**src/core/mcs_pkg.sv**
```systemverilog
// package for the monitor cycle sequencer: register map, reset values, timing
// assumes a single 200 MHz clock and a 32-bit Avalon-MM slave with waitrequest
package mcs_pkg;
   // timing
   localparam int CLK_HZ = 200000000; // core clock rate
   localparam int SLOT_HZ = 22500; // nominal multiplexer stepping rate
   localparam int SLOT_CYCLES = CLK_HZ / SLOT_HZ; // cycles per channel slot
   localparam int NUM_CH = 7; // channels in one pass
   localparam int NUM_VOLT = 6; // voltage channels, temperature is the last
   // register byte offsets
   localparam logic [7:0] OFS_CONFIG = 8'h00; // start, alert enable, alert clear
   localparam logic [7:0] OFS_STATUS = 8'h04; // sticky event bits, write one to clear
   localparam logic [7:0] OFS_MASK = 8'h08; // interrupt mask, one enables
   localparam logic [7:0] OFS_DAC = 8'h0c; // analog output code
   localparam logic [7:0] OFS_FAN_LIM = 8'h10; // fan period limit
   localparam logic [7:0] OFS_HOT = 8'h14; // hot limit
   localparam logic [7:0] OFS_HYST = 8'h18; // hysteresis limit
   localparam logic [7:0] OFS_STATE = 8'h1c; // channel index, running, overtemp
   localparam logic [7:0] OFS_VAL = 8'h20; // value registers, one word per channel
   localparam logic [7:0] OFS_HI = 8'h40; // voltage high limits
   localparam logic [7:0] OFS_LO = 8'h60; // voltage low limits
   // configuration field positions
   localparam int CFG_START = 0;
   localparam int CFG_ALERT_EN = 1;
   localparam int CFG_ALERT_CLR = 3;
   // status field positions: 0..5 voltage, 6 overtemp, 7 fan failure
   localparam int ST_TEMP = 6;
   localparam int ST_FAN = 7;
   // reset values
   localparam logic [7:0] DAC_RST = 8'hff; // full fan speed
   localparam logic [7:0] HI_RST = 8'hff;
   localparam logic [7:0] LO_RST = 8'h00;
   localparam logic [7:0] FAN_LIM_RST = 8'hff;
   localparam logic [7:0] HOT_RST = 8'h7f;
   localparam logic [7:0] HYST_RST = 8'h7f;
   // one conversion result handed in by the analog front end
   typedef struct packed {
      logic valid; // one-cycle strobe
      logic [8:0] data; // temperature uses nine bits, voltages the low eight
   } mcs_conv_t;
   // sequencer state
   typedef enum logic [0:0] {MCS_IDLE, MCS_RUN} mcs_state_t;
endpackage

```
**src/core/mcs_sequencer.sv**
```systemverilog
// monitor cycle sequencer: channel stepping, value storage, limit checks,
// fan start and limit sense, analog output register, alert logic
// assumes the front end converts the selected channel and strobes a result
// back on this clock, and that fan_count arrives from logic on this clock
//
// Summary of operation
// RULE1: start bit one, clear zero begins cycle
// RULE2: software sets alert enable to drive alert
// RULE3: fixed order, core supply first, temperature last
// RULE4: each result lands in its value register
// RULE5: cycle repeats until start bit cleared
// RULE6: multiplexer stepped at 22.5 kHz, seven slots
// RULE7: fan monitoring starts with the analog cycle
// RULE8: voltage above high or below low alerts
// RULE9: overtemp set above hot, released at hysteresis
// RULE10: eight-bit output register, resets to all ones
// RULE11: only top eight temperature bits compared
// RULE12: fan count above limit raises fan failure
// RULE13: compare each time a value updates
//
// The placing of the registers and register access over Avalon-MM were chosen for this implementation.
`timescale 1ns/1ps
`default_nettype none
module mcs_sequencer #(
   parameter int SLOT_CYCLES = mcs_pkg::SLOT_CYCLES, // clock cycles per slot
   parameter int NUM_CH = mcs_pkg::NUM_CH // channels per pass
) (
   input wire logic core_clk,
   input wire logic srst,
   input wire logic [7:0] avs_address,
   input wire logic avs_read,
   input wire logic avs_write,
   input wire logic [31:0] avs_writedata,
   input wire logic [3:0] avs_byteenable,
   output logic [31:0] avs_readdata,
   output logic avs_waitrequest,
   output logic [2:0] mux_sel,
   output logic conv_start,
   input wire mcs_pkg::mcs_conv_t conv_in,
   output logic fan_start,
   input wire logic fan_valid,
   input wire logic [7:0] fan_count,
   output logic [7:0] dac_code,
   output logic alert_n,
   output logic irq
);
   // elaboration guard: the slot counter is sixteen bits wide and the status
   // layout assumes the seven-slot pass, so any other setting is refused here
   // rather than left to wrap silently
   if (NUM_CH != mcs_pkg::NUM_CH || SLOT_CYCLES < 2 || SLOT_CYCLES > 65536) begin : g_bad_param
      $error("mcs_sequencer: unsupported parameters");
   end

   ////////////////////////////////////////////////////////////////////////////
   // state and next values
   mcs_pkg::mcs_state_t state_reg, state_next; // idle or running
   logic [15:0] slot_cnt_reg, slot_cnt_next; // cycles into current slot
   logic [2:0] ch_reg, ch_next; // channel being converted
   logic conv_start_reg, conv_start_next; // start strobe to front end
   logic fan_start_reg, fan_start_next; // start strobe to fan counters
   logic [7:0] val_reg [NUM_CH]; // stored results
   logic [7:0] val_next [NUM_CH];
   logic [7:0] hi_reg [mcs_pkg::NUM_VOLT]; // voltage high limits
   logic [7:0] hi_next [mcs_pkg::NUM_VOLT];
   logic [7:0] lo_reg [mcs_pkg::NUM_VOLT]; // voltage low limits
   logic [7:0] lo_next [mcs_pkg::NUM_VOLT];
   logic temp_lsb_reg, temp_lsb_next; // ninth temperature bit, read back only
   logic [3:0] cfg_reg, cfg_next; // configuration bits
   logic [7:0] status_reg, status_next; // sticky events
   logic [7:0] mask_reg, mask_next; // interrupt mask
   logic [7:0] dac_reg, dac_next; // analog output code
   logic [7:0] fan_lim_reg, fan_lim_next;
   logic [7:0] hot_reg, hot_next;
   logic [7:0] hyst_reg, hyst_next;
   logic overtemp_reg, overtemp_next; // hysteretic overtemperature state
   logic [31:0] rdata_reg, rdata_next;
   logic wait_reg, wait_next; // one wait state per access
   logic alert_n_reg, alert_n_next;
   logic irq_reg, irq_next;

   ////////////////////////////////////////////////////////////////////////////
   // bus helpers
   logic acc; // access taken this cycle
   logic wr; // write taken this cycle
   logic [7:0] wbyte; // low byte of write data, lane 0 only
   logic [7:0] ev; // events raised this cycle
   logic [2:0] widx; // word index inside a bank
   assign acc = (avs_read || avs_write) && wait_reg;
   // a write lands only at the edge where the master sees waitrequest low,
   // the same edge at which it drops the request; acting earlier would put
   // the register update one cycle ahead of the transfer itself
   assign wr = avs_write && !wait_reg && avs_byteenable[0];
   assign wbyte = avs_writedata[7:0];
   assign widx = avs_address[4:2];

   ////////////////////////////////////////////////////////////////////////////
   // next-state logic for the whole block
   always_comb begin
      logic run_go;
      logic [7:0] res;
      run_go = 1'b0;
      res = 8'h00;
      state_next = state_reg;
      slot_cnt_next = slot_cnt_reg;
      ch_next = ch_reg;
      conv_start_next = 1'b0;
      fan_start_next = 1'b0;
      val_next = val_reg;
      hi_next = hi_reg;
      lo_next = lo_reg;
      temp_lsb_next = temp_lsb_reg;
      cfg_next = cfg_reg;
      mask_next = mask_reg;
      dac_next = dac_reg;
      fan_lim_next = fan_lim_reg;
      hot_next = hot_reg;
      hyst_next = hyst_reg;
      overtemp_next = overtemp_reg;
      ev = 8'h00;
      rdata_next = rdata_reg;
      // every access sees exactly one wait state, then completes
      wait_next = !(acc);
      if (!(avs_read || avs_write)) begin
         wait_next = 1'b1;
      end
      // register writes
      if (wr) begin
         case (avs_address)
            mcs_pkg::OFS_CONFIG: cfg_next = wbyte[3:0];
            mcs_pkg::OFS_MASK: mask_next = wbyte;
            mcs_pkg::OFS_DAC: dac_next = wbyte; // RULE10
            mcs_pkg::OFS_FAN_LIM: fan_lim_next = wbyte;
            mcs_pkg::OFS_HOT: hot_next = wbyte;
            mcs_pkg::OFS_HYST: hyst_next = wbyte;
            default: begin
               if (avs_address[7:5] == mcs_pkg::OFS_HI[7:5] && widx < 3'd6) begin
                  hi_next[widx] = wbyte;
               end else if (avs_address[7:5] == mcs_pkg::OFS_LO[7:5] && widx < 3'd6) begin
                  lo_next[widx] = wbyte;
               end
            end
         endcase
      end
      // start only with clear bit low; the start is judged on the new value
      run_go = cfg_next[mcs_pkg::CFG_START] && !cfg_next[mcs_pkg::CFG_ALERT_CLR]; // RULE1
      case (state_reg)
         mcs_pkg::MCS_IDLE: begin
            if (run_go) begin
               state_next = mcs_pkg::MCS_RUN;
               ch_next = 3'd0; // RULE3
               slot_cnt_next = 16'h0000;
               conv_start_next = 1'b1;
               fan_start_next = 1'b1; // RULE7
            end
         end
         mcs_pkg::MCS_RUN: begin
            if (!run_go) begin
               state_next = mcs_pkg::MCS_IDLE; // RULE5
            end else if (slot_cnt_reg == 16'(SLOT_CYCLES - 1)) begin
               // the slot counter is the divider; its terminal count is the step enable
               // slot over: step the multiplexer and wrap after the last channel
               slot_cnt_next = 16'h0000; // RULE6
               ch_next = (ch_reg == 3'(NUM_CH - 1)) ? 3'd0 : ch_reg + 3'd1; // RULE3
               conv_start_next = 1'b1;
            end else begin
               slot_cnt_next = slot_cnt_reg + 16'h0001; // RULE6
            end
         end
         default: state_next = mcs_pkg::MCS_IDLE;
      endcase
      // result capture and immediate limit check on the stored channel
      if (conv_in.valid && state_reg == mcs_pkg::MCS_RUN) begin
         if (ch_reg == 3'(NUM_CH - 1)) begin
            res = conv_in.data[8:1]; // RULE11
            temp_lsb_next = conv_in.data[0];
            // signed compare of the top eight bits
            if ($signed(res) > $signed(hot_reg)) begin
               overtemp_next = 1'b1; // RULE9
            end else if ($signed(res) <= $signed(hyst_reg)) begin
               overtemp_next = 1'b0; // RULE9
            end
            if ($signed(res) > $signed(hot_reg)) begin
               ev[mcs_pkg::ST_TEMP] = 1'b1; // RULE13
            end
         end else begin
            res = conv_in.data[7:0];
            if (res > hi_reg[ch_reg] || res < lo_reg[ch_reg]) begin
               ev[ch_reg] = 1'b1; // RULE8 RULE13
            end
         end
         val_next[ch_reg] = res; // RULE4
      end
      // the fan logic keeps its own pace; only its start is shared with the pass
      // fan period above limit is an underspeed failure
      if (fan_valid && fan_count > fan_lim_reg) begin
         ev[mcs_pkg::ST_FAN] = 1'b1; // RULE12
      end
      // write one clears, a new event in the same cycle wins
      // a cleared bit comes back at the next result or fan count that still raises its event
      status_next = status_reg;
      if (wr && avs_address == mcs_pkg::OFS_STATUS) begin
         status_next = status_reg & ~wbyte;
      end
      if (cfg_next[mcs_pkg::CFG_ALERT_CLR]) begin
         status_next = 8'h00;
      end
      status_next = status_next | ev;
      // read data, captured at the wait-state cycle
      // reads have no side effect, so decoding them one cycle early is harmless
      if (avs_read && wait_reg) begin
         case (avs_address)
            mcs_pkg::OFS_CONFIG: rdata_next = {28'h0000000, cfg_reg};
            mcs_pkg::OFS_STATUS: rdata_next = {24'h000000, status_reg};
            mcs_pkg::OFS_MASK: rdata_next = {24'h000000, mask_reg};
            mcs_pkg::OFS_DAC: rdata_next = {24'h000000, dac_reg};
            mcs_pkg::OFS_FAN_LIM: rdata_next = {24'h000000, fan_lim_reg};
            mcs_pkg::OFS_HOT: rdata_next = {24'h000000, hot_reg};
            mcs_pkg::OFS_HYST: rdata_next = {24'h000000, hyst_reg};
            mcs_pkg::OFS_STATE: rdata_next = {26'h0000000, temp_lsb_reg, overtemp_reg,
               (state_reg == mcs_pkg::MCS_RUN), ch_reg};
            default: begin
               rdata_next = 32'h00000000; // unmapped reads as zero
               if (avs_address[7:5] == mcs_pkg::OFS_VAL[7:5] && widx < 3'(NUM_CH)) begin
                  rdata_next = {24'h000000, val_reg[widx]};
               end else if (avs_address[7:5] == mcs_pkg::OFS_HI[7:5] && widx < 3'd6) begin
                  rdata_next = {24'h000000, hi_reg[widx]};
               end else if (avs_address[7:5] == mcs_pkg::OFS_LO[7:5] && widx < 3'd6) begin
                  rdata_next = {24'h000000, lo_reg[widx]};
               end
            end
         endcase
      end
      // alert pin only driven low when enabled by software
      // irq follows the old mask, so a mask write shows one cycle later
      irq_next = |(status_next & mask_reg);
      alert_n_next = !(irq_next && cfg_next[mcs_pkg::CFG_ALERT_EN]); // RULE2
   end

   ////////////////////////////////////////////////////////////////////////////
   // registers
   // only registering here; every next value comes from the block above
   always_ff @(posedge core_clk) begin
      if (srst) begin
         state_reg <= mcs_pkg::MCS_IDLE;
         slot_cnt_reg <= 16'h0000;
         ch_reg <= 3'd0;
         conv_start_reg <= 1'b0;
         fan_start_reg <= 1'b0;
         for (int i = 0; i < NUM_CH; i++) begin
            val_reg[i] <= 8'h00;
         end
         for (int i = 0; i < mcs_pkg::NUM_VOLT; i++) begin
            hi_reg[i] <= mcs_pkg::HI_RST;
            lo_reg[i] <= mcs_pkg::LO_RST;
         end
         temp_lsb_reg <= 1'b0;
         cfg_reg <= 4'h0;
         status_reg <= 8'h00;
         mask_reg <= 8'h00;
         dac_reg <= mcs_pkg::DAC_RST; // RULE10
         fan_lim_reg <= mcs_pkg::FAN_LIM_RST;
         hot_reg <= mcs_pkg::HOT_RST;
         hyst_reg <= mcs_pkg::HYST_RST;
         overtemp_reg <= 1'b0;
         rdata_reg <= 32'h00000000;
         wait_reg <= 1'b1;
         alert_n_reg <= 1'b1;
         irq_reg <= 1'b0;
      end else begin
         state_reg <= state_next;
         slot_cnt_reg <= slot_cnt_next;
         ch_reg <= ch_next;
         conv_start_reg <= conv_start_next;
         fan_start_reg <= fan_start_next;
         val_reg <= val_next;
         hi_reg <= hi_next;
         lo_reg <= lo_next;
         temp_lsb_reg <= temp_lsb_next;
         cfg_reg <= cfg_next;
         status_reg <= status_next;
         mask_reg <= mask_next;
         dac_reg <= dac_next;
         fan_lim_reg <= fan_lim_next;
         hot_reg <= hot_next;
         hyst_reg <= hyst_next;
         overtemp_reg <= overtemp_next;
         rdata_reg <= rdata_next;
         wait_reg <= wait_next;
         alert_n_reg <= alert_n_next;
         irq_reg <= irq_next;
      end
   end

   ////////////////////////////////////////////////////////////////////////////
   // outputs straight from flip-flops
   assign avs_readdata = rdata_reg;
   assign avs_waitrequest = wait_reg;
   assign mux_sel = ch_reg;
   assign conv_start = conv_start_reg;
   assign fan_start = fan_start_reg;
   assign dac_code = dac_reg;
   assign alert_n = alert_n_reg;
   assign irq = irq_reg;
endmodule // mcs_sequencer
`default_nettype wire

```
**config.mk**
```make
export PLATFORM = sky130hd
export DESIGN_NAME = mcs_sequencer
export DESIGN_NICKNAME = d
export VERILOG_FILES = /design/src/core/mcs_pkg.sv /design/src/core/mcs_sequencer.sv
export SDC_FILE = /design/constraint.sdc
export NUM_CORES = 1
export LEC_CHECK = 0
export BUFFER_PORTS_ARGS = -buffer_cell sky130_fd_sc_hd__buf_2
export CAP_MARGIN = 20
export CORE_MARGIN = 2
export CORE_UTILIZATION = 65
export CTS_CLUSTER_DIAMETER = 100
export DETAILED_ROUTE_END_ITERATION = 8
export GPL_TIMING_DRIVEN = 1
export PLACE_DENSITY = 0.83
export SLEW_MARGIN = 40
export SYNTH_ARGS = -nofsm -noshare
export SYNTH_HDL_FRONTEND = slang
export SYNTH_SLANG_ARGS = --single-unit
```
**constraint.sdc**
```tcl
create_clock -name core_clk -period 6.9 [get_ports core_clk]
set_input_delay 0.69 -clock core_clk [delete_from_list [all_inputs] [get_ports core_clk]]
set_output_delay 0.69 -clock core_clk [all_outputs]
set_load 0.01 [all_outputs]
```
# Word-level counts from Yosys, hierarchy flattened
# Cells that the tools add are included.
[totals]
mem_bits_rw = 0
input_bits = 67
mem_count = 0
mem_bits_ro = 0
register_bits = 263
out_inout_bits = 48
latch_bits = 0
wordCells = 173
[classes]
n_eq_ne = 15
reduce_logical = 39
muxes = 56
div = 0
shift = 0
bitwise_logic = 10
addsub = 2
n_mul = 0
n_lt_le_gt_ge = 13
[op_table]
columns = ["cell", "n"]
rows = [
  ["8-bit 2-to-1 mux", 21],
  ["8-bit binary-select mux with 3-bit select", 5],
  ["48-bit bitwise mux", 2],
  ["8-bit case mux with 8 select lines", 1],
  ["56-bit bitwise mux", 1],
  ["8-bit demux with 3-bit select", 2],
  ["16-bit 2-to-1 mux", 3],
  ["8-bit by 5-bit == test with 1-bit output, second input constant", 4],
  ["16-bit case mux with 2 select lines", 1],
  ["8-bit greater-than comparator", 3],
  ["16-bit by 1-bit adder with 16-bit output, second input constant", 1],
  ["8-bit AND", 2],
  ["16-bit by 14-bit == test with 1-bit output, second input constant", 1],
  ["8-bit by 4-bit == test with 1-bit output, second input constant", 2],
  ["2-bit AND reduction", 8],
  ["1-bit logical AND", 15],
  ["3-bit 2-to-1 mux", 4],
  ["1-bit 2-to-1 mux", 10],
  ["3-bit AND reduction", 3],
  ["8-bit by 3-bit == test with 1-bit output, second input constant", 1],
  ["4-bit >= comparator, second input constant", 2],
  ["8-bit <= comparator", 1],
  ["8-bit logical NOT", 1],
  ["4-bit by 1-bit less-than comparator with 1-bit output, second input constant", 2],
  ["26 further kinds", 39],
]

# Logic depth before layout (Yosys ltp)
# Gate-level depths: netlist of run 1.
[depth]
depth_word = 15
mapped_depth = 15
mapped_depth_nobuf = 12

# Worst setup path after synthesis of run 1
# OpenSTA, ideal clock, no wires.
[synth_timing]
kind = "reg2reg"
startpoint = "register ch_reg[1], in the netlist mux_sel[1]"
endpoint = "register irq_reg, in the netlist irq"
setup_ps = 125
path_slack_ps = 3414
required_time_ps = 6775
n_path_buf = 3
path_stages_with_launch = 16
synth_period_minus_slack_ps = 3486
t_arrival_ps = 3361
cell_sequence = "dfxtp_1 clkbuf_1 inv_1 nor2_1 clkbuf_1 clkbuf_1 nand2_1 o211ai_1 o21ai_0 ha_1 inv_1 a221oi_1 a211oi_1 o31a_1 o22a_1 o41a_1"
[synth_via]
elab_chain_len = 13
elab_cells_between_ends = 25
cone_classes = "order compare (4); eq/ne (1); mux (14); bitwise (3); reduce/logical (3)"
[synth_rtl]
columns = ["element", "line", "text"]
rows = [
  ["start: declaration", "mcs_sequencer.sv:58", "logic [2:0] ch_reg, ch_next;"],
  ["start signal: assignment", "mcs_sequencer.sv:272", "ch_reg <= ch_next;"],
  ["3-bit inverter with 4-bit output (not written as such)", "mcs_sequencer.sv:187", "if (res > hi_reg[ch_reg] || res < lo_reg[ch_reg]) begin"],
  ["8-bit binary-select mux with 3-bit select", "mcs_sequencer.sv:187", ""],
  ["8-bit 2-to-1 mux (not written as such) (2 in series)", "mcs_sequencer.sv:187", ""],
  ["8-bit greater-than comparator / 8-bit less-than comparator (equally long branches)", "mcs_sequencer.sv:187", ""],
  ["1-bit logical OR", "mcs_sequencer.sv:187", ""],
  ["8-bit 2-to-1 mux", "mcs_sequencer.sv:187", ""],
  ["1-bit 2-to-1 mux", "mcs_sequencer.sv:173", "if (ch_reg == 3'(NUM_CH - 1)) begin"],
  ["8-bit 2-to-1 mux (*)", "mcs_sequencer.sv:172", "if (conv_in.valid && state_reg == mcs_pkg::MCS_RUN) begin"],
  ["1-bit 2-to-1 mux", "mcs_sequencer.sv:195", "if (fan_valid && fan_count > fan_lim_reg) begin"],
  ["8-bit bitwise OR (*)", "mcs_sequencer.sv:207", "status_next = status_next | ev;"],
  ["8-bit AND (*)", "mcs_sequencer.sv:235", "irq_next = |(status_next & mask_reg);"],
  ["8-bit OR reduction (*)", "mcs_sequencer.sv:235", ""],
  ["end signal: assignment", "mcs_sequencer.sv:290", "irq_reg <= irq_next;"],
  ["end: declaration", "mcs_sequencer.sv:79", "logic irq_reg, irq_next;"],
]
# Every way passes the cells marked *; elsewhere a longest branch is shown, timed or not. The select of a mux whose other input is x is not followed.
# A chain may end at the register's enable or synchronous reset.

# Final worst setup path of run 1
[layout_timing]
startpoint = "register ch_reg[0], in the netlist mux_sel[0]"
endpoint = "register alert_n_reg, in the netlist alert_n"
[layout_via]
elab_chain_len = 15
elab_cells_between_ends = 27
cone_classes = "order compare (4); eq/ne (1); mux (14); bitwise (3); reduce/logical (5)"
[layout_rtl]
columns = ["element", "line", "text"]
rows = [
  ["3-bit inverter with 4-bit output (not written as such)", "mcs_sequencer.sv:187", ""],
  ["8-bit binary-select mux with 3-bit select", "mcs_sequencer.sv:187", ""],
  ["8-bit 2-to-1 mux (not written as such) (2 in series)", "mcs_sequencer.sv:187", ""],
  ["8-bit greater-than comparator / 8-bit less-than comparator (equally long branches)", "mcs_sequencer.sv:187", ""],
  ["1-bit logical OR", "mcs_sequencer.sv:187", ""],
  ["8-bit 2-to-1 mux", "mcs_sequencer.sv:187", ""],
  ["1-bit 2-to-1 mux", "mcs_sequencer.sv:173", ""],
  ["8-bit 2-to-1 mux (*)", "mcs_sequencer.sv:172", ""],
  ["1-bit 2-to-1 mux", "mcs_sequencer.sv:195", ""],
  ["8-bit bitwise OR (*)", "mcs_sequencer.sv:207", ""],
  ["8-bit AND (*)", "mcs_sequencer.sv:235", ""],
  ["8-bit OR reduction (*)", "mcs_sequencer.sv:235", ""],
  ["1-bit logical AND (*)", "mcs_sequencer.sv:236", "alert_n_next = !(irq_next && cfg_next[mcs_pkg::CFG_ALERT_EN]);"],
  ["1-bit logical NOT (*)", "mcs_sequencer.sv:236", ""],
  ["end signal: assignment", "mcs_sequencer.sv:289", "alert_n_reg <= alert_n_next;"],
  ["end: declaration", "mcs_sequencer.sv:78", "logic alert_n_reg, alert_n_next;"],
]
# Marks and branches as above.

==> results of run 1 <==
worst reg2reg max path: stages, from the launching register on:
cell      delay [ns]
dfxtp_2         0.90
nand2_1         0.41
nor2_1          0.74
a221oi_1        0.22
ha_1            0.36
a21oi_1         0.16
o21ai_0         0.12
o22a_1          0.32
o22a_1          0.28
o41ai_1         0.51
cell families after synthesis:
family,count (synthesis)
AOI/OAI and AO/OA,361
xor gates and xnor gates,10
adders and majority gates,40
buffers and inverters,172
DFF,239
muxes,167
other,1
and+or+nand+nor,457
power groups by stage:
stage	combinational (mW)	sequential (mW)	clock [mW]
after floorplan	0.132	1.42	0
after global placement	0.187	1.42	0
after detailed placement	0.192	1.42	0
after CTS	0.192	1.39	1.49
after global routing	0.210	1.38	1.55
final	0.200	1.39	1.49
final cells by class:
cell class,count,area share (%)
clock buffers,34,5.308
clock inverters,13,1.235
inverters,39,1.047
multi-input cells,1059,52.50
flip-flops and latches,239,34.24
well taps,265,2.372
repair buffers,81,3.294
metrics by stage:
stage | std cells | utilization [%]
after global placement | 1682 | 67.13
after detailed placement | 1683 | 67.51
after CTS | 1730 | 72.24
after floorplan | 1470 | -
final | 1730 | 72.29
after global routing | 1730 | 72.29
layout by cell type (no fill, tap or decap), drive strengths merged, types with 15 or more instances in the layout:
cell type and instances:
nor2 175, nand3 41, o21ai 99, a211oi 62, a22oi 15, a221oi 15, inv 39, nor3 29
dfxtp 239, nand2 148, a21oi 64, o211ai 35, ha 40, mux2i 124, conb 24, mux4 30
clkbuf 34, buf 81
routing by layer:
layer,part of all wire [%],vias to the layer above,track usage [%]
li1,-,5214,-
met1,39,5435,48.07
met2,44,683,58.05
met3,10,183,7.831
met4,6.4,0,20.07
met5,0,-,0
final timing paths:
path / slack (ns) / endpoint / depth (start not counted)
setup reg to reg: 2.74 / alert_n / 9
hold reg to reg: 0.46 / avs_readdata[2] / 2
hold / removal: 0.43 / avs_waitrequest / 2
setup / recovery: 2.74 / alert_n / 9
==> results.py, run 1 <==
metrics = {
    "run_status": {
        "status": "completed",
    },
    "clock_tree": {
        "cts_sinks": 239,
        "cts_inserted_buffers": 26,
        "clock_path_buffers": 3,
        "cts_setup_buffers": 0,
        "cts.htree.levels": 1,
        "clkTransAtPathRegs_ns": 0.06,
        "cts-resized-gates": 0,
        "cts_root_buf": "clkbuf_16",
        "cts-hold-fix-buffers": 0,
        "clk_latency_ns": 0.54,
        "tritoncts": "done",
    },
    "sta": {
        "clock.fmax_mhz": 240.2,
        "fin_ws_ns": 2.736,
        "slew_violations": 0,
        "clock_skew_ns": 0.01320,
        "fin_crit_sh_pct": 60.34,
        "hold-worst-slack_ns": 0.4273,
        "setup_tns_ns": 0,
        "worst_pin_slew_ns": 0.8745,
        "setup_viol": 0,
        "relSlewSlack_pct": 41.70,
        "rsz0062_at_grt": "no",
        "hold_viol_final": 0,
        "min_period_ns": 4.164,
    },
    "logic_synthesis": {
        "synth.distinct_cells": 78,
        "yosysWarnings": 0,
        "synth_top_area_cell": "dfxtp_1",
        "synthMuxAreaShare_pct": 16.21,
        "synth-seq-cells": 239,
        "synth_most_common_cell": "dfxtp_1",
        "synthArstFlopShare_pct": 0,
        "synth_edf_count": 0,
        "syn_inst": 1447,
        "synth_compound_area_share_pct": 18.93,
        "synthAdderAreaFrac_pct": 3.933,
        "synth_top_area_share_pct": 37.60,
        "synth-simple-area-share_pct": 16.56,
        "synth_xor_area_share_pct": 0.6882,
        "ys_seq_area_share_pct": 37.60,
        "syn_area_sq_um": 12730,
        "synth_top_flop_cell": "dfxtp_1",
        "avgSynthCellArea_sq_um": 8.795,
        "synth_top_family_by_area": "compound AO/OA/AOI/OAI gates",
        "synth_area_leaders": "dfxtp_1 38%, mux2i_1 9.8%, mux4_2 5.3%",
        "synth_common_cells": "239 x dfxtp_1, 174 x nor2_1, 148 x nand2_1",
    },
    "placed_design": {
        "gp_congestion": 1.000,
        "place_ws_ns": 3.077,
        "dp.final_hpwl_mm": 24.76,
        "place.port_buffers": 63,
        "place_area_sq_um": 13050,
    },
    "worst_hold_path": {
        "min-delay-start": "avs_read",
        "min_path_type": "in2reg",
    },
    "detailed_routing": {
        "drt_iter0_drc": 1511,
        "drc": 0,
        "via_count": 11520,
        "drtPass1Iterations": 6,
        "ant_nets": 0,
        "post_drt_wl_per_cell_microns": 22.01,
        "drt-total-wl_mm": 38.07,
        "vias_per_cell": 6.656,
    },
    "cells_and_area": {
        "largest_register_ffs": 56,
        "nets": 1553,
        "design_area_sq_um": 13980,
        "register_area_sq_um": 4786,
        "fillers": 1467,
        "drive_above_1_share_pct": 13.79,
        "area_growth_pct": 9.832,
        "multi_input_area_sq_um": 7338,
        "n_antenna_cell": 0,
    },
    "floorplan": {
        "die_area_sq_um": 20710,
        "core_sq_um": 19330,
        "rows": 51,
        "die_w_microns": 143.9,
        "fp.dieH_microns": 143.9,
        "ios": 115,
        "start_util_pct": 65.82,
    },
    "setup_path": {
        "slowest_delay_ns": 0.90,
        "crit_top_cell": "o22a_1",
        "path_class": "reg2reg",
        "critPathLaunch": "mux_sel[0]",
        "arrival_ns": 4.54,
        "cp_max_fo": 29,
        "crit_path_end_kind": "flop",
        "critPathBufInv": 0,
        "critPathSlowestCell": "dfxtp_2",
        "worstPathRequired_ns": 7.28,
        "critical_path.cell_chain": "nand2_1 > nor2_1 > a221oi_1 > ha_1 > a21oi_1 > o21ai_0 > o22a_1 > o22a_1 > o41ai_1",
        "reg2reg_from": "mux_sel[0]",
        "cp_top_family": "compound AO/OA/AOI/OAI gates",
        "crit_path_start_kind": "flop",
    },
    "grt": {
        "grt_pass1_vias": 11110,
        "grtUsageTotal_pct": 37.10,
        "grt_max_degree": 104,
        "overflow": 0,
        "antenna_found_initial": 0,
        "grt_pass1_wl_mm": 59.62,
    },
    "pwr": {
        "pwr-share-seq_pct": 45.1,
        "vdd_drop_max_mv": 0.1873,
        "powerDensity_nw_per_um2": 220.0,
        "p_comb_share_pct": 6.5,
        "clkPwrFrac_pct": 48.4,
        "p_leak_nw": 4.969,
        "p_int_mw": 2.341,
        "power.switching_uw": 733.6,
        "power_switching_share_pct": 23.86,
        "total_power_mw": 3.074,
    },
    "flow_run": {
        "drv_cap": 0,
    },
}
Note: power is estimated with default switching activity, not from simulation.
==> inputs of run 2 (changes only) <==
Settings changed: ABC_AREA from default to 1, CORE_UTILIZATION 65 to 54, PLACE_DENSITY 0.83 to 0.74.
Clock period 6.9 ns to 3.43 ns, I/O delays scaled along.
==> results.py, run 2 <==
metrics = {
    "run_status": {
        "status": "completed",
    },
    "floorplan": {
        "die_area_sq_um": 23310,
        "start_util_pct": 54.85,
        "core_sq_um": 21760,
        "rows": 54,
        "ios": 115,
        "fp.dieH_microns": 152.7,
        "die_w_microns": 152.7,
    },
    "logic_synthesis": {
        "synth_edf_count": 0,
        "synth_most_common_cell": "dfxtp_1",
        "ys_seq_area_share_pct": 40.09,
        "synth_common_cells": "239 x dfxtp_1, 237 x a21oi_1, 225 x o21ai_0",
        "synth_area_leaders": "dfxtp_1 40%, a21oi_1 9.9%, o21ai_0 9.4%",
        "syn_inst": 1611,
        "synth_top_flop_cell": "dfxtp_1",
        "yosysWarnings": 0,
        "synth-seq-cells": 239,
        "synth_top_area_cell": "dfxtp_1",
        "synth.distinct_cells": 52,
        "syn_area_sq_um": 11930,
        "synth_top_area_share_pct": 40.09,
        "avgSynthCellArea_sq_um": 7.408,
        "synthArstFlopShare_pct": 0,
    },
    "cells_and_area": {
        "design_area_sq_um": 13450,
        "largest_register_ffs": 56,
        "final_common_cell": "dfxtp_1",
        "nets": 1767,
        "finish.utilization_pct": 61.84,
        "area_growth_pct": 12.73,
        "drive_above_1_share_pct": 11.26,
        "layout_common_cells": "238 x dfxtp_1, 237 x a21oi_1, 225 x o21ai_0",
    },
    "setup_path": {
        "critical_path.cell_chain": "inv_1 > nor2_1 > inv_1 > o22ai_1 > a211oi_1 > ha_1 > nand2_1 > nor2_1 > nand3_1 > o21ai_0 > nand2_2 > nand2_1 > nand2_1 > nand2_1 > nand2_1 > nor2_1 > a21oi_1",
        "r2r_slack_ns": 0.20,
        "r2r_cells": 17,
        "cp_top_family": "simple AND/OR/NAND/NOR gates",
        "crit_path_start_kind": "flop",
        "cp.depth": 17,
        "slowest_delay_ns": 0.50,
        "crit_path_end_kind": "flop",
        "critPathSlowestCell": "dfxtp_1",
        "critPathBufInv": 2,
        "crit_top_cell": "nand2_1",
        "path_class": "reg2reg",
        "arrival_ns": 3.62,
        "worstPathRequired_ns": 3.83,
        "cp_max_fo": 8,
    },
    "placed_design": {
        "place_ws_ns": 0.3056,
        "dp.final_hpwl_mm": 27.29,
        "gp_congestion": 0.9384,
        "place_area_sq_um": 12540,
        "place.port_buffers": 63,
    },
    "sta": {
        "min_period_ns": 3.229,
        "clock.fmax_mhz": 309.7,
        "fin_ws_ns": 0.2010,
        "worst_pin_slew_ns": 0.7531,
        "hold_viol_final": 0,
        "fin_crit_sh_pct": 94.14,
        "slew_violations": 0,
        "clock_skew_ns": 0.01871,
        "setup_viol": 0,
        "hold-worst-slack_ns": 0.01194,
        "relSlewSlack_pct": 49.79,
    },
    "detailed_routing": {
        "drc": 0,
        "post_drt_wl_per_cell_microns": 20.25,
        "drtPass1Iterations": 6,
        "drt-total-wl_mm": 39.68,
        "drt_iter0_drc": 1384,
        "via_count": 11950,
        "vias_per_cell": 6.095,
        "ant_nets": 0,
    },
    "grt": {
        "grt_pass1_wl_mm": 61.31,
        "grt_pass1_vias": 11100,
        "antenna_found_initial": 1,
        "grtUsageTotal_pct": 32.92,
        "grt_max_degree": 107,
        "overflow": 0,
    },
    "clock_tree": {
        "clock_path_buffers": 3,
        "cts_inserted_buffers": 26,
        "clkTransAtPathRegs_ns": 0.06,
        "cts.htree.levels": 1,
        "clk_latency_ns": 0.55,
        "tritoncts": "done",
        "cts-hold-fix-buffers": 0,
        "cts_root_buf": "clkbuf_16",
        "cts_sinks": 239,
    },
    "flow_run": {
        "drv_cap": 0,
    },
    "worst_hold_path": {
        "min_path_type": "in2reg",
        "holdPathStages": 2,
    },
    "pwr": {
        "clkPwrFrac_pct": 47.9,
        "p_leak_nw": 5.775,
        "vdd_drop_max_mv": 0.3454,
        "p_comb_share_pct": 6.8,
        "p_int_mw": 4.645,
        "powerDensity_nw_per_um2": 458.1,
        "power_switching_share_pct": 24.63,
        "power.switching_mw": 1.518,
        "pwr-share-seq_pct": 45.3,
    },
}
## run 2: cell count changes after synthesis, sizes merged, moves of 14 or more
cell / change
nand2: +70
a211oi: -47
o21ai: +133
o211ai: +18
inv: +157
mux2i: -118
o2bb2ai: -14
a21oi: +173
nor2: -103
mux4: -30
o22ai: +40
## run 2: logic make-up after synthesis
kind of cell | Yosys count | share of synthesized area (%)
xor gates and xnor gates | 2 | 0.1468
buffers and inverters | 311 | 10.62
adders and majority gates | 40 | 4.194
other | 1 | 0.03142
muxes | 6 | 0.5033
AOI/OAI and AO/OA | 651 | 31.15
DFF | 239 | 40.09
and+or+nand+nor | 361 | 13.26
## run 2: layer usage
layer | part of all wire (%) | up-vias | global-route usage, % | wire (microns)
met5 | 0 | - | 0 | 0
met4 | 5.4 | 0 | 14.68 | 2125
met3 | 11 | 146 | 8.134 | 4529
met1 | 39 | 5452 | 42.70 | 15490
li1 | - | 5670 | - | -
met2 | 44 | 678 | 52.06 | 17540
## run 2: worst register-to-register path, cell delays in order, from the launching register on
cell and delay [ns]:
dfxtp_1 0.50, inv_1 0.15, nor2_1 0.22, inv_1 0.23
o22ai_1 0.17, a211oi_1 0.11, ha_1 0.30, nand2_1 0.07
nor2_1 0.14, nand3_1 0.08, o21ai_0 0.26, nand2_2 0.22
nand2_1 0.14, nand2_1 0.06, nand2_1 0.06, nand2_1 0.06
nor2_1 0.21, a21oi_1 0.12
## run 2: metrics by stage
stage                     std cells  power [mW]  setup TNS (ns)
after floorplan                1634       3.100               0
after CTS                      1959       6.153               0
after global placement         1912       3.248               0
after detailed placement       1912       3.253               0
final                          1960       6.163               0
after global routing           1960       6.301        -0.01665
## run 2: cell type report
class | instances | area, sq um
fill | 1982 | 8303
multi-input combinational | 1084 | 5973
sequential | 239 | 4786
clock buffer | 37 | 752.0
inverter | 197 | 740.7
timing repair buffer | 112 | 699.4
tap | 280 | 350.3
clock inverter | 10 | 148.9
antenna | 1 | 2.502
## run 2: timing repair
item                                    in CTS  in global routing
endpoints found under the setup margin       0                  2
endpoints found under the hold margin        0                  0
gates resized for setup                      0                  3
buffers inserted                             0                  0
## run 2: final timing paths
path / startpoint / endpoint
max reg2reg: mux_sel[1] / irq
min: avs_read / avs_waitrequest
min reg2reg: overtemp_reg / overtemp_reg
max: mux_sel[1] / irq
## run 2: power groups by stage
stage | clock (mW) | combinational, mW | sequential [mW]
6_report | 2.95 | 0.419 | 2.79
3_3_place_gp | 0 | 0.396 | 2.85
3_5_place_dp | 0 | 0.400 | 2.85
5_1_grt | 3.07 | 0.444 | 2.79
2_1_floorplan | 0 | 0.246 | 2.85
4_1_cts | 2.96 | 0.402 | 2.79
